[src/irq_source_pkg.sv]
// Purpose: shared constants and types of the interrupt source logic
// Assumes: 8-bit register port, one clock edge per oscillator phase
// Notes: register addresses are word indices on the plain register port
package irq_source_pkg;
   localparam logic [3:0] ADDR_CTRL = 4'h0;
   localparam logic [3:0] ADDR_OPTION = 4'h1;
   localparam logic [3:0] ADDR_TIMER = 4'h2;
   localparam logic [3:0] ADDR_PORT = 4'h3;
   localparam logic [3:0] ADDR_EVT_STATUS = 4'h4;
   localparam logic [3:0] ADDR_EVT_CLEAR = 4'h5;
   localparam logic [3:0] ADDR_EVT_ENABLE = 4'h6;
   localparam logic [3:0] ADDR_SEQ_STATUS = 4'h7;
   localparam int EDGE_SELECT_BIT = 6;
   localparam logic [7:0] CTRL_RESET = 8'h00;
   localparam logic [7:0] OPTION_RESET = 8'hFF;
   localparam logic [7:0] TIMER_RESET = 8'h00;
   localparam logic [7:0] TIMER_MAX = 8'hFF;
   localparam logic [3:0] EVT_RESET = 4'h0;
   localparam logic [12:0] VECTOR_ADDR = 13'h0004;
   localparam int PORT_PINS = 4;
   localparam int EVT_BITS = 4;
   typedef enum logic [1:0] {PH_Q1, PH_Q2, PH_Q3, PH_Q4} phase_type;
   typedef enum logic [2:0] {SEQ_RUN, SEQ_SLEEP, SEQ_FINISH, SEQ_DUMMY1, SEQ_DUMMY2} seq_type;
   // interrupt control register, bit 7 down to bit 0
   typedef struct packed {
      logic global_irq_enable;
      logic spare;
      logic timer_en;
      logic ext_en;
      logic port_en;
      logic timer_flag;
      logic ext_flag;
      logic port_flag;
   } irq_ctrl_type;
   // strobes toward the core sequencer
   typedef struct packed {
      logic discard;
      logic dummy;
      logic pc_load;
      logic vector_start;
      logic wake;
      logic cont;
   } entry_type;
endpackage

[src/sync_two_flop.sv]
// Purpose: two flip-flop synchroniser for pin levels
// Assumes: inputs are levels from outside the clock domain
// Notes: the first stage feeds only the second stage
`timescale 1ns/1ps
`default_nettype none
module sync_two_flop #(
   parameter int WIDTH = 1
) (
   input wire logic clk_i,
   input wire logic srst_i,
   input wire logic [WIDTH-1:0] async_i,
   output logic [WIDTH-1:0] sync_o
);
   logic [WIDTH-1:0] meta_reg;
   always_ff @(posedge clk_i) begin
      if (srst_i) begin
         meta_reg <= '0;
         sync_o <= '0;
      end else begin
         meta_reg <= async_i;
         sync_o <= meta_reg;
      end
   end
endmodule
`default_nettype wire

[src/irq_source_logic.sv]
// Purpose: interrupt sources, flags, enables, sleep wake-up and vector entry of a small 8-bit core
// Assumes: one clock edge per oscillator phase, four phases per instruction cycle
// Notes: register reads return data in the following cycle only
// Overview of operation
// - the pin interrupt fires on a rising edge when edge select is one, falling edge when zero.
// - a valid edge on the pin sets the pin flag in the control register.
// - a cleared pin enable keeps the pin flag from requesting an interrupt.
// - a pin edge wakes the core from sleep if the pin enable was set before sleep.
// - after wake-up the core vectors only when the global enable is set, else it continues.
// - the timer rolling over from its maximum to zero sets the timer flag.
// - the timer enable bit lets the timer flag request an interrupt or blocks it.
// - any level change on the four upper port pins sets the port change flag.
// - the port change enable bit lets the port flag request an interrupt or blocks it.
// - a pin change coinciding with a port read may leave the port flag unset.
// - the vector starts 3 to 4 instruction cycles after the pin flag sets, for any instruction.
// - the sequencer samples the flags once per instruction cycle, in the first phase.
// - the pin flag may only become set from the fourth phase through the next first phase.
// - an interrupt taken with global enable loads the program counter with the vector.
`timescale 1ns/1ps
`default_nettype none
module irq_source_logic #(
   parameter int PC_WIDTH = 13
) (
   input wire logic clk_i,
   input wire logic srst_i,
   input wire logic [3:0] addr_i,
   input wire logic [7:0] wdata_i,
   input wire logic wr_i,
   input wire logic rd_i,
   output logic [7:0] rdata_o,
   input wire logic ext_irq_pin_i,
   input wire logic [irq_source_pkg::PORT_PINS-1:0] port_pins_i,
   input wire logic sleep_i,
   input wire logic retfie_i,
   output logic [1:0] phase_o,
   output logic cpu_irq_o,
   output logic sleeping_o,
   output logic wake_o,
   output logic continue_o,
   output logic discard_fetch_o,
   output logic dummy_cycle_o,
   output logic pc_load_o,
   output logic [PC_WIDTH-1:0] pc_vector_o,
   output logic vector_start_o,
   output logic irq_o
);
   logic [0:0] ext_sync;
   logic [irq_source_pkg::PORT_PINS-1:0] port_sync;

   sync_two_flop #(.WIDTH(1)) u_ext_sync (
      .clk_i(clk_i),
      .srst_i(srst_i),
      .async_i(ext_irq_pin_i),
      .sync_o(ext_sync)
   );
   sync_two_flop #(.WIDTH(irq_source_pkg::PORT_PINS)) u_port_sync (
      .clk_i(clk_i),
      .srst_i(srst_i),
      .async_i(port_pins_i),
      .sync_o(port_sync)
   );

   // phase counter and pin edge capture
   irq_source_pkg::phase_type phase_reg, phase_next;
   logic ext_prev_reg, ext_prev_next;
   logic edge_pend_reg, edge_pend_next;
   logic [7:0] option_reg, option_next;
   logic ext_edge, flag_window, ext_set;

   always_comb begin
      case (phase_reg)
         irq_source_pkg::PH_Q1: phase_next = irq_source_pkg::PH_Q2;
         irq_source_pkg::PH_Q2: phase_next = irq_source_pkg::PH_Q3;
         irq_source_pkg::PH_Q3: phase_next = irq_source_pkg::PH_Q4;
         irq_source_pkg::PH_Q4: phase_next = irq_source_pkg::PH_Q1;
         default: phase_next = irq_source_pkg::PH_Q1;
      endcase
      ext_prev_next = ext_sync[0];
      if (option_reg[irq_source_pkg::EDGE_SELECT_BIT]) begin
         ext_edge = ext_sync[0] & ~ext_prev_reg;
      end else begin
         ext_edge = ~ext_sync[0] & ext_prev_reg;
      end
      flag_window = (phase_reg == irq_source_pkg::PH_Q4) || (phase_reg == irq_source_pkg::PH_Q1);
      // an edge outside the window waits for it instead of being lost
      ext_set = flag_window & (edge_pend_reg | ext_edge);
      edge_pend_next = (edge_pend_reg | ext_edge) & ~flag_window;
   end

   always_ff @(posedge clk_i) begin
      if (srst_i) begin
         phase_reg <= irq_source_pkg::PH_Q1;
         ext_prev_reg <= 1'b0;
         edge_pend_reg <= 1'b0;
      end else begin
         phase_reg <= phase_next;
         ext_prev_reg <= ext_prev_next;
         edge_pend_reg <= edge_pend_next;
      end
   end

   // sequencer signals used by the register group
   irq_source_pkg::seq_type state_reg, state_next;
   logic entry_take;
   logic sleep_ext_en_reg, sleep_ext_en_next;

   // register group
   irq_source_pkg::irq_ctrl_type ctrl_reg, ctrl_next;
   logic [7:0] timer_reg, timer_next;
   logic [irq_source_pkg::PORT_PINS-1:0] port_last_reg, port_last_next;
   logic [irq_source_pkg::EVT_BITS-1:0] evt_status_reg, evt_status_next;
   logic [irq_source_pkg::EVT_BITS-1:0] evt_enable_reg, evt_enable_next;
   logic [7:0] rdata_next;
   logic irq_next;
   logic ctrl_wr, timer_wr, port_rd, timer_ovf, port_chg;
   logic [irq_source_pkg::EVT_BITS-1:0] evt_clear, evt_set;

   always_comb begin
      ctrl_wr = wr_i && (addr_i == irq_source_pkg::ADDR_CTRL);
      timer_wr = wr_i && (addr_i == irq_source_pkg::ADDR_TIMER);
      port_rd = rd_i && (addr_i == irq_source_pkg::ADDR_PORT);
      option_next = option_reg;
      if (wr_i && (addr_i == irq_source_pkg::ADDR_OPTION)) begin
         option_next = wdata_i;
      end
      // timer advances once per instruction cycle
      timer_ovf = 1'b0;
      timer_next = timer_reg;
      if (timer_wr) begin
         timer_next = wdata_i;
      end else if (phase_reg == irq_source_pkg::PH_Q4) begin
         timer_next = timer_reg + 8'h01;
         timer_ovf = (timer_reg == irq_source_pkg::TIMER_MAX);
      end
      port_chg = (port_sync != port_last_reg) && !port_rd;
      port_last_next = port_rd ? port_sync : port_last_reg;
      // flags change only by software write or by hardware set
      ctrl_next = ctrl_reg;
      if (ctrl_wr) begin
         ctrl_next = irq_source_pkg::irq_ctrl_type'(wdata_i);
      end
      if (retfie_i) begin
         ctrl_next.global_irq_enable = 1'b1;
      end
      if (entry_take) begin
         ctrl_next.global_irq_enable = 1'b0;
      end
      // pin flag set, wins over a clear
      ctrl_next.ext_flag = ctrl_next.ext_flag | ext_set;
      ctrl_next.timer_flag = ctrl_next.timer_flag | timer_ovf;
      ctrl_next.port_flag = ctrl_next.port_flag | port_chg;
      // event status: set wins over clear
      evt_set = {entry_take, port_chg, timer_ovf, ext_set};
      evt_clear = '0;
      if (wr_i && (addr_i == irq_source_pkg::ADDR_EVT_CLEAR)) begin
         evt_clear = wdata_i[irq_source_pkg::EVT_BITS-1:0];
      end
      evt_status_next = (evt_status_reg & ~evt_clear) | evt_set;
      evt_enable_next = evt_enable_reg;
      if (wr_i && (addr_i == irq_source_pkg::ADDR_EVT_ENABLE)) begin
         evt_enable_next = wdata_i[irq_source_pkg::EVT_BITS-1:0];
      end
      irq_next = |(evt_status_next & evt_enable_next);
      rdata_next = 8'h00;
      if (rd_i) begin
         case (addr_i)
            irq_source_pkg::ADDR_CTRL: rdata_next = ctrl_reg;
            irq_source_pkg::ADDR_OPTION: rdata_next = option_reg;
            irq_source_pkg::ADDR_TIMER: rdata_next = timer_reg;
            irq_source_pkg::ADDR_PORT: rdata_next = {port_sync, 4'h0};
            irq_source_pkg::ADDR_EVT_STATUS: rdata_next = {4'h0, evt_status_reg};
            irq_source_pkg::ADDR_EVT_ENABLE: rdata_next = {4'h0, evt_enable_reg};
            irq_source_pkg::ADDR_SEQ_STATUS: rdata_next = {4'h0, sleep_ext_en_reg, state_reg};
            default: rdata_next = 8'h00;
         endcase
      end
   end

   always_ff @(posedge clk_i) begin
      if (srst_i) begin
         ctrl_reg <= irq_source_pkg::irq_ctrl_type'(irq_source_pkg::CTRL_RESET);
         option_reg <= irq_source_pkg::OPTION_RESET;
         timer_reg <= irq_source_pkg::TIMER_RESET;
         port_last_reg <= '0;
         evt_status_reg <= irq_source_pkg::EVT_RESET;
         evt_enable_reg <= irq_source_pkg::EVT_RESET;
         rdata_o <= 8'h00;
         irq_o <= 1'b0;
      end else begin
         ctrl_reg <= ctrl_next;
         option_reg <= option_next;
         timer_reg <= timer_next;
         port_last_reg <= port_last_next;
         evt_status_reg <= evt_status_next;
         evt_enable_reg <= evt_enable_next;
         rdata_o <= rdata_next;
         irq_o <= irq_next;
      end
   end

   // entry sequencer
   irq_source_pkg::entry_type out_next;
   logic [PC_WIDTH-1:0] vector_next;
   logic req, wake_cond, q1, q4;

   always_comb begin
      q1 = (phase_reg == irq_source_pkg::PH_Q1);
      q4 = (phase_reg == irq_source_pkg::PH_Q4);
      req = ctrl_reg.global_irq_enable && ((ctrl_reg.ext_flag && ctrl_reg.ext_en) ||
            (ctrl_reg.timer_flag && ctrl_reg.timer_en) || (ctrl_reg.port_flag && ctrl_reg.port_en));
      // pin wake needs the enable held at sleep entry
      wake_cond = (ctrl_reg.ext_flag && sleep_ext_en_reg) ||
                  (ctrl_reg.timer_flag && ctrl_reg.timer_en) || (ctrl_reg.port_flag && ctrl_reg.port_en);
      state_next = state_reg;
      sleep_ext_en_next = sleep_ext_en_reg;
      entry_take = 1'b0;
      out_next = '0;
      vector_next = pc_vector_o;
      case (state_reg)
         irq_source_pkg::SEQ_RUN: begin
            if (sleep_i) begin
               state_next = irq_source_pkg::SEQ_SLEEP;
               sleep_ext_en_next = ctrl_reg.ext_en;
            end else if (q1 && req) begin
               entry_take = 1'b1;
               state_next = irq_source_pkg::SEQ_FINISH;
            end
         end
         irq_source_pkg::SEQ_SLEEP: begin
            if (q1 && wake_cond) begin
               out_next.wake = 1'b1;
               if (ctrl_reg.global_irq_enable) begin
                  entry_take = 1'b1;
                  state_next = irq_source_pkg::SEQ_FINISH;
               end else begin
                  out_next.cont = 1'b1;
                  state_next = irq_source_pkg::SEQ_RUN;
               end
            end
         end
         irq_source_pkg::SEQ_FINISH: begin
            if (q4) begin
               out_next.discard = 1'b1;
               state_next = irq_source_pkg::SEQ_DUMMY1;
            end
         end
         irq_source_pkg::SEQ_DUMMY1: begin
            if (q4) begin
               out_next.pc_load = 1'b1;
               vector_next = PC_WIDTH'(irq_source_pkg::VECTOR_ADDR);
               state_next = irq_source_pkg::SEQ_DUMMY2;
            end
         end
         irq_source_pkg::SEQ_DUMMY2: begin
            if (q4) begin
               // fixed path, length independent of the instruction
               out_next.vector_start = 1'b1;
               state_next = irq_source_pkg::SEQ_RUN;
            end
         end
         default: state_next = irq_source_pkg::SEQ_RUN;
      endcase
      out_next.dummy = (state_next == irq_source_pkg::SEQ_DUMMY1) || (state_next == irq_source_pkg::SEQ_DUMMY2);
   end

   always_ff @(posedge clk_i) begin
      if (srst_i) begin
         state_reg <= irq_source_pkg::SEQ_RUN;
         sleep_ext_en_reg <= 1'b0;
         phase_o <= 2'h0;
         cpu_irq_o <= 1'b0;
         sleeping_o <= 1'b0;
         wake_o <= 1'b0;
         continue_o <= 1'b0;
         discard_fetch_o <= 1'b0;
         dummy_cycle_o <= 1'b0;
         pc_load_o <= 1'b0;
         pc_vector_o <= '0;
         vector_start_o <= 1'b0;
      end else begin
         state_reg <= state_next;
         sleep_ext_en_reg <= sleep_ext_en_next;
         phase_o <= phase_next;
         cpu_irq_o <= req;
         sleeping_o <= (state_next == irq_source_pkg::SEQ_SLEEP);
         wake_o <= out_next.wake;
         continue_o <= out_next.cont;
         discard_fetch_o <= out_next.discard;
         dummy_cycle_o <= out_next.dummy;
         pc_load_o <= out_next.pc_load;
         pc_vector_o <= vector_next;
         vector_start_o <= out_next.vector_start;
      end
   end

   logic rise_sel;
   assign rise_sel = option_reg[irq_source_pkg::EDGE_SELECT_BIT];
endmodule
`default_nettype wire

[config.mk]
export PLATFORM = sky130hd
export DESIGN_NAME = irq_source_logic
export DESIGN_NICKNAME = d
export VERILOG_FILES = /design/src/irq_source_pkg.sv /design/src/sync_two_flop.sv /design/src/irq_source_logic.sv
export SDC_FILE = /design/constraint.sdc
export NUM_CORES = 1
export LEC_CHECK = 0
export BUFFER_PORTS_ARGS = -buffer_cell sky130_fd_sc_hd__buf_2
export CORE_ASPECT_RATIO = 1.25
export CORE_MARGIN = 4
export CORE_UTILIZATION = 46
export DETAILED_ROUTE_END_ITERATION = 16
export MAX_ROUTING_LAYER = met4
export PLACE_DENSITY = 0.68
export SLEW_MARGIN = 0
export SYNTH_ARGS = -nofsm -noshare
export SYNTH_HDL_FRONTEND = slang
export SYNTH_SLANG_ARGS = --single-unit
[constraint.sdc]
create_clock -name clk_i -period 1.8 [get_ports clk_i]
set_input_delay 0.18 -clock clk_i [delete_from_list [all_inputs] [get_ports clk_i]]
set_output_delay 0.18 -clock clk_i [all_outputs]
set_load 0.005 [all_outputs]
==> impl_metrics.toml, run 1 <==
[layout]
layout_commonest_cell = "dfxtp_1"
final_cell_mix = "72 x dfxtp_1, 42 x buf_2, 38 x nor2_1, 25 x buf_4, 21 x nor2b_1"
fin_nets = 421
antenna_cells = 0
fillers = 609
drive_gt1_frac = 0.258
stdcell_area_um2 = 3790
instances_no_fill = 486
syn2layout_area_growth_pct = 19.9

[grt]
grt_pass1_wl_mm = 11.7
busiest_layer = "met2"
first_global_vias = 2390
grt_util_met1 = 0.251
met3_usage = 0.0456
antenna_found_initial = 0
met2_usage = 0.299
gr-total-overflow = 0
grt_usage = 0.196
grt_max_degree = 30

[critical_path]
cp_max_fo = 4
end_kind = "register"
path_cells = "ha_1 -> nand4_1 -> a311o_1 -> nand2_1 -> a222oi_1 -> o22ai_1"
worstRegToRegCells = 6
slowest_stage = "a311o_1"
cpPeakStageDelay_ps = 420
worst-path-buf-inv = 0
r2r_start = "phase_o[1]"
crit_family = "compound AO/OA/AOI/OAI gates"
crit_type = "reg2reg"
cp.arrival_ps = 1990
cp-start-kind = "register"
crit_required_ps = 2060
reg2reg_slack_ps = 80
reg2reg_to = "irq_o"

[clock_network]
cts_tree = "done"
cts_sinks = 72
cts_hold_buf = 0
htree_levels = 3
post-cts-setup-buffers = 0
worstSkewPairLatency_ps = 340
cts_buffer_depth = 2
cts_root_buffer = "clkbuf_8"
cts_resized = 0
numCtsBuffers = 9
clkSlewWorstSetupHoldPaths_ps = 70

[placement]
portBuffers = 42
dp.cells = 470
dp_slack_ps = 35.7
dpl.hpwl_mm = 5.51
dpl_cell_area_um2 = 3550
gp_congestion = 0.950

[sta]
clock.fmax_mhz = 580
skew_ps = 7.94
drv_slew = 0
period_needed_ps = 1720
rsz0062_at_grt = "false"
layout_worst_path_cycle_share = 0.957
hold_violations = 0
setup_viol = 0
setup_ws_ps = 76.8
tns_ps = 0

[synth]
synth_seq_cells = 72
synth_cells = 332
syn_area_um2 = 3160
ys_seq_area_frac = 0.456
yosysWarnings = 0
synth_ff_type = "dfxtp_1"
async_flop_share = 0
syn_area_per_cell_um2 = 9.52
synth_cell_types = 55
synth_edf_count = 0

[power_and_ir_drop]
powerDensity_nw_per_um2 = 944
peakVddDrop_mv = 0.573
p_leak_nw = 1.69

[floorplanning]
core_um2 = 6610
die_area_um2 = 8270
rows = 33
start_util = 0.479
die_h_um = 101
die_w_um = 82.2
pin_count = 55

[route]
drt_first_iter_violations = 231
routed_wl_mm = 7.33
drtAntennaViolNets = 0
viasPerCell = 5.16
firstDrtPassIters = 4
vias = 2509
post-route-drc-count = 0
routedWlPerCell_um = 15.1

[flow_run]
drv_cap = 0

[worst_hold_path]
min_to = "u_port_sync.meta_reg[0]"
hp-start = "port_pins_i[0]"
min_path_cells = 2
holdCritPathClass = "in2reg"

[run_status]
outcome = "finished clean"
==> worst register-to-register path: cells and delay by family (launching register included) <==
kind | cells | cell delay, ps
compound gates | 3 | 660
fa+ha+maj | 1 | 300
flops | 1 | 370
simple gates | 2 | 330
==> stage by stage <==
step	hold slack (ps)	util	total power [mW]
finish	47.9	0.574	3.58
global route	45.5	0.574	3.72
CTS	35.6	0.573	3.61
detailed placement	392	0.537	2.13
global placement	391	0.537	2.13
floorplan	304	-	1.99
==> power breakdown <==
group	switching, mW	internal [mW]	leakage, nW
combinational	0.216	0.185	0.990
clock	0.585	0.894	0.115
sequential	0.0443	1.65	0.586
==> metal layers <==
layer	part of all wire	wire length, um
met1	0.46	3340
met2	0.47	3420
met3	0.054	393
met4	0.025	182
met5	0	0
==> synth_stat cells (all sizes together) (3+ instances only) <==
cell,count,share of area
a222oi,3,0.0095
nand2,18,0.021
nor2,42,0.052
nand3b,3,0.0071
a31oi,3,0.0059
nand4,5,0.0099
dfxtp,72,0.46
nand2b,3,0.0059
or2,3,0.0059
nand3,11,0.017
a211oi,16,0.040
ha,4,0.016
mux2i,18,0.057
o31ai,3,0.0071
mux2,4,0.015
and2,4,0.0079
o22ai,3,0.0059
xnor2,3,0.0083
clkbuf,7,0.0083
inv,11,0.013
nor2b,21,0.042
mux4,4,0.028
xor2,8,0.022
a21oi,12,0.020
o21ai,6,0.0095
buf,20,0.043
==> cell type report <==
| cell class | count | area, um^2 | share of cell area |
|---|---|---|---|
| Clock buffer | 12 | 165 | 0.0436 |
| Sequential cell | 72 | 1440 | 0.380 |
| Inverter | 11 | 41.3 | 0.0109 |
| Multi-Input combinational cell | 233 | 1560 | 0.412 |
| Tap cell | 87 | 109 | 0.0287 |
| Timing Repair Buffer | 67 | 398 | 0.105 |
| Clock inverter | 4 | 75.1 | 0.0198 |
==> logic make-up after synthesis <==
logic type                 Yosys count  synth area share
xor gates and xnor gates            11            0.0305
muxes                               26             0.101
and+or+nand+nor                    125             0.210
DFF                                 72             0.456
other                                1           0.00119
adders and majority gates            4            0.0158
AOI/OAI and AO/OA                   55             0.121
buffers and inverters               38            0.0645
==> worst max-delay path by stage <==
stage                     cells after the start  endpoint  slack, ps        start
after floorplan                               5     irq_o        170    addr_i[3]
after global placement                        6     irq_o         60    addr_i[3]
after detailed placement                      6     irq_o         40    addr_i[3]
after CTS                                     6     irq_o        120   phase_o[1]
after global routing                          5     irq_o          9  ctrl_reg[0]
final                                         6     irq_o         80   phase_o[1]
No activity file was read; power rests on OpenSTA's default activity.
==> run 2: changes to the inputs <==
REMOVE_ABC_BUFFERS = 1   (was default)
SYNTH_HIERARCHICAL = 1   (was default)
==> run 2 against run 1 <==
Clock skew about the same; worst hold slack worse by 7.3 ps; combinational power down 5.0%; die area rose by 0.43%; design area fell by 0.43%; register-to-register slack better by 20 ps; maximum frequency rose by 0.92%; non-clock buffer count shrank 1; sequential share of layout area is 0.20 points higher; synthesized area rose by 0.47%; worst setup slack better by 16 ps; critical path type unchanged; highest routed layer unchanged.
==> impl_metrics.toml, run 2 <==
[synth]
synth_edf_count = 0
yosysWarnings = 6
yosysTopAreaCellShare = 0.454
synth_ff_type = "dfxtp_1"
synth_cells = 348
synth_top_area_cell = "dfxtp_1"
syn_area_per_cell_um2 = 9.13
synth.area.top_cells = "dfxtp_1 45%, nor2_1 5.1%, mux2i_1 5.0%"
synth.most_common_cell = "dfxtp_1"
syn_area_um2 = 3180
synth_cell_types = 50
async_flop_share = 0
synth_seq_cells = 72
ys_seq_area_frac = 0.454
synth_commonest_cells = "72 x dfxtp_1, 43 x nor2_1, 28 x nand2_1"

[power_and_ir_drop]
combPwrFrac = 0.106
p_total_mw = 3.59
power_frac_clock = 0.420
sw_frac_of_total = 0.238
powerDensity_nw_per_um2 = 952
p_leak_nw = 1.62
peakVddDrop_mv = 0.605
seqPwrFrac = 0.474
power.switching_mw = 0.855
internal_power_mw = 2.74

[clock_network]
cts_buffer_depth = 2
cts_tree = "done"
cts_root_buffer = "clkbuf_8"
numCtsBuffers = 9
worstSkewPairLatency_ps = 340
clkSlewWorstSetupHoldPaths_ps = 70
cts_hold_buf = 0
cts_sinks = 72
htree_levels = 3

[placement]
portBuffers = 42
dpl.hpwl_mm = 6.06
gp_congestion = 0.928

[layout]
fin_nets = 433
final_cell_mix = "71 x dfxtp_1, 43 x nor2_1, 42 x buf_2, 28 x nand2_1, 24 x buf_4"
fillers = 601
syn2layout_area_growth_pct = 18.8
layout_commonest_cell = "dfxtp_1"
drive_gt1_frac = 0.226
antenna_cells = 0

[route]
post-route-drc-count = 0
viasPerCell = 5.33
firstDrtPassIters = 5
routed_wl_mm = 7.79
drtAntennaViolNets = 0
routedWlPerCell_um = 15.6
drt_first_iter_violations = 301
vias = 2652

[sta]
hold_violations = 0
tns_ps = 0
layout_worst_path_cycle_share = 0.949
skew_ps = 8.27
setup_viol = 0
rsz0062_at_grt = "true"
clock.fmax_mhz = 586
period_needed_ps = 1710
drv_slew = 0

[critical_path]
slowest_stage = "dfxtp_1"
worst-path-buf-inv = 0
path_cells = "or2_1 -> nor4_1 -> o211ai_2 -> a21bo_1 -> a221oi_1"
cpPeakStageDelay_ps = 390
worstRegToRegCells = 5
cp.arrival_ps = 1960
end_kind = "register"
cp_max_fo = 7
crit_type = "reg2reg"
cp.depth = 5
reg2reg_slack_ps = 90
crit_required_ps = 2050
cp-start-kind = "register"
crit_family = "compound AO/OA/AOI/OAI gates"

[floorplanning]
core_um2 = 6650
die_h_um = 101
die_area_um2 = 8310
rows = 33
die_w_um = 82.3
pin_count = 55
start_util = 0.478

[grt]
gr-total-overflow = 0
grt_max_degree = 22
grt_pass1_wl_mm = 12.5
antenna_found_initial = 0
first_global_vias = 2438
grt_usage = 0.211

[worst_hold_path]
min_path_cells = 2
holdCritPathClass = "in2reg"

[flow_run]
drv_cap = 0

[run_status]
outcome = "finished clean"
[run 2: metrics by stage]
step	util	setup WS [ps]	instances	hold slack [ps]	instance area, um^2
final	0.568	92.5	498	40.7	3770
after global routing	0.568	-4.78	498	29.7	3770
after CTS	0.567	58.5	498	33.3	3770
after detailed placement	0.532	57.6	482	395	3530
after global placement	0.532	104	482	389	3530
after floorplan	-	171	329	249	3030
[run 2: worst paths after layout]
path                           startpoint                       to
hold reg to reg   u_port_sync/meta_reg[2]    u_port_sync/sync_o[2]
setup / recovery             state_reg[1]            dummy_cycle_o
setup reg to reg             state_reg[1]            dummy_cycle_o
hold / removal             port_pins_i[2]  u_port_sync/meta_reg[2]
[run 2: worst reg2reg max path: cells and delay by family, from the launching register on]
family	cells	cell delay [ps]
flops	1	390
simple gates	2	600
compound gates	3	620
[run 2: cells by family after synthesis]
group,share of synthesized area
buffers and inverters,0.0697
flip-flops,0.454
XOR/XNOR,0.0303
other,0.00118
AND/OR/NAND/NOR,0.219
AO/OA/AOI/OAI,0.142
adder cells (fa/ha/maj),0.0158
multiplexers,0.0681
[run 2: power groups by stage]
| stage | combinational, mW | sequential, mW | clock [mW] |
|---|---|---|---|
| 2_1_floorplan | 0.204 | 1.73 | 0 |
| 3_3_place_gp | 0.371 | 1.74 | 0 |
| 3_5_place_dp | 0.378 | 1.74 | 0 |
| 4_1_cts | 0.380 | 1.70 | 1.53 |
| 5_1_grt | 0.427 | 1.71 | 1.61 |
| 6_report | 0.381 | 1.70 | 1.51 |
[run 2: repair_timing]
| action | CTS | global route |
|---|---|---|
| setup endpoints to repair | 0 | 3 |
| buffers inserted | 0 | 0 |
| endpoints found under the hold margin | 0 | 0 |
| gates resized for setup | 0 | 2 |
[run 2: layout make-up]
class,instances,area [um^2],area share
Clock buffer,11,131,0.0348
Clock inverter,5,105,0.0279
Timing Repair Buffer,66,390,0.103
Multi-Input combinational cell,247,1560,0.413
Tap cell,87,109,0.0288
Sequential cell,72,1440,0.382
Inverter,10,37.5,0.00995
[run 2: layer usage]
layer | GRT usage | part of all wire | vias up
met5 | - | 0 | -
met4 | 0.118 | 0.044 | 0
met3 | 0.0456 | 0.076 | 24
met2 | 0.296 | 0.45 | 89
met1 | 0.277 | 0.43 | 1233
li1 | - | - | 1306
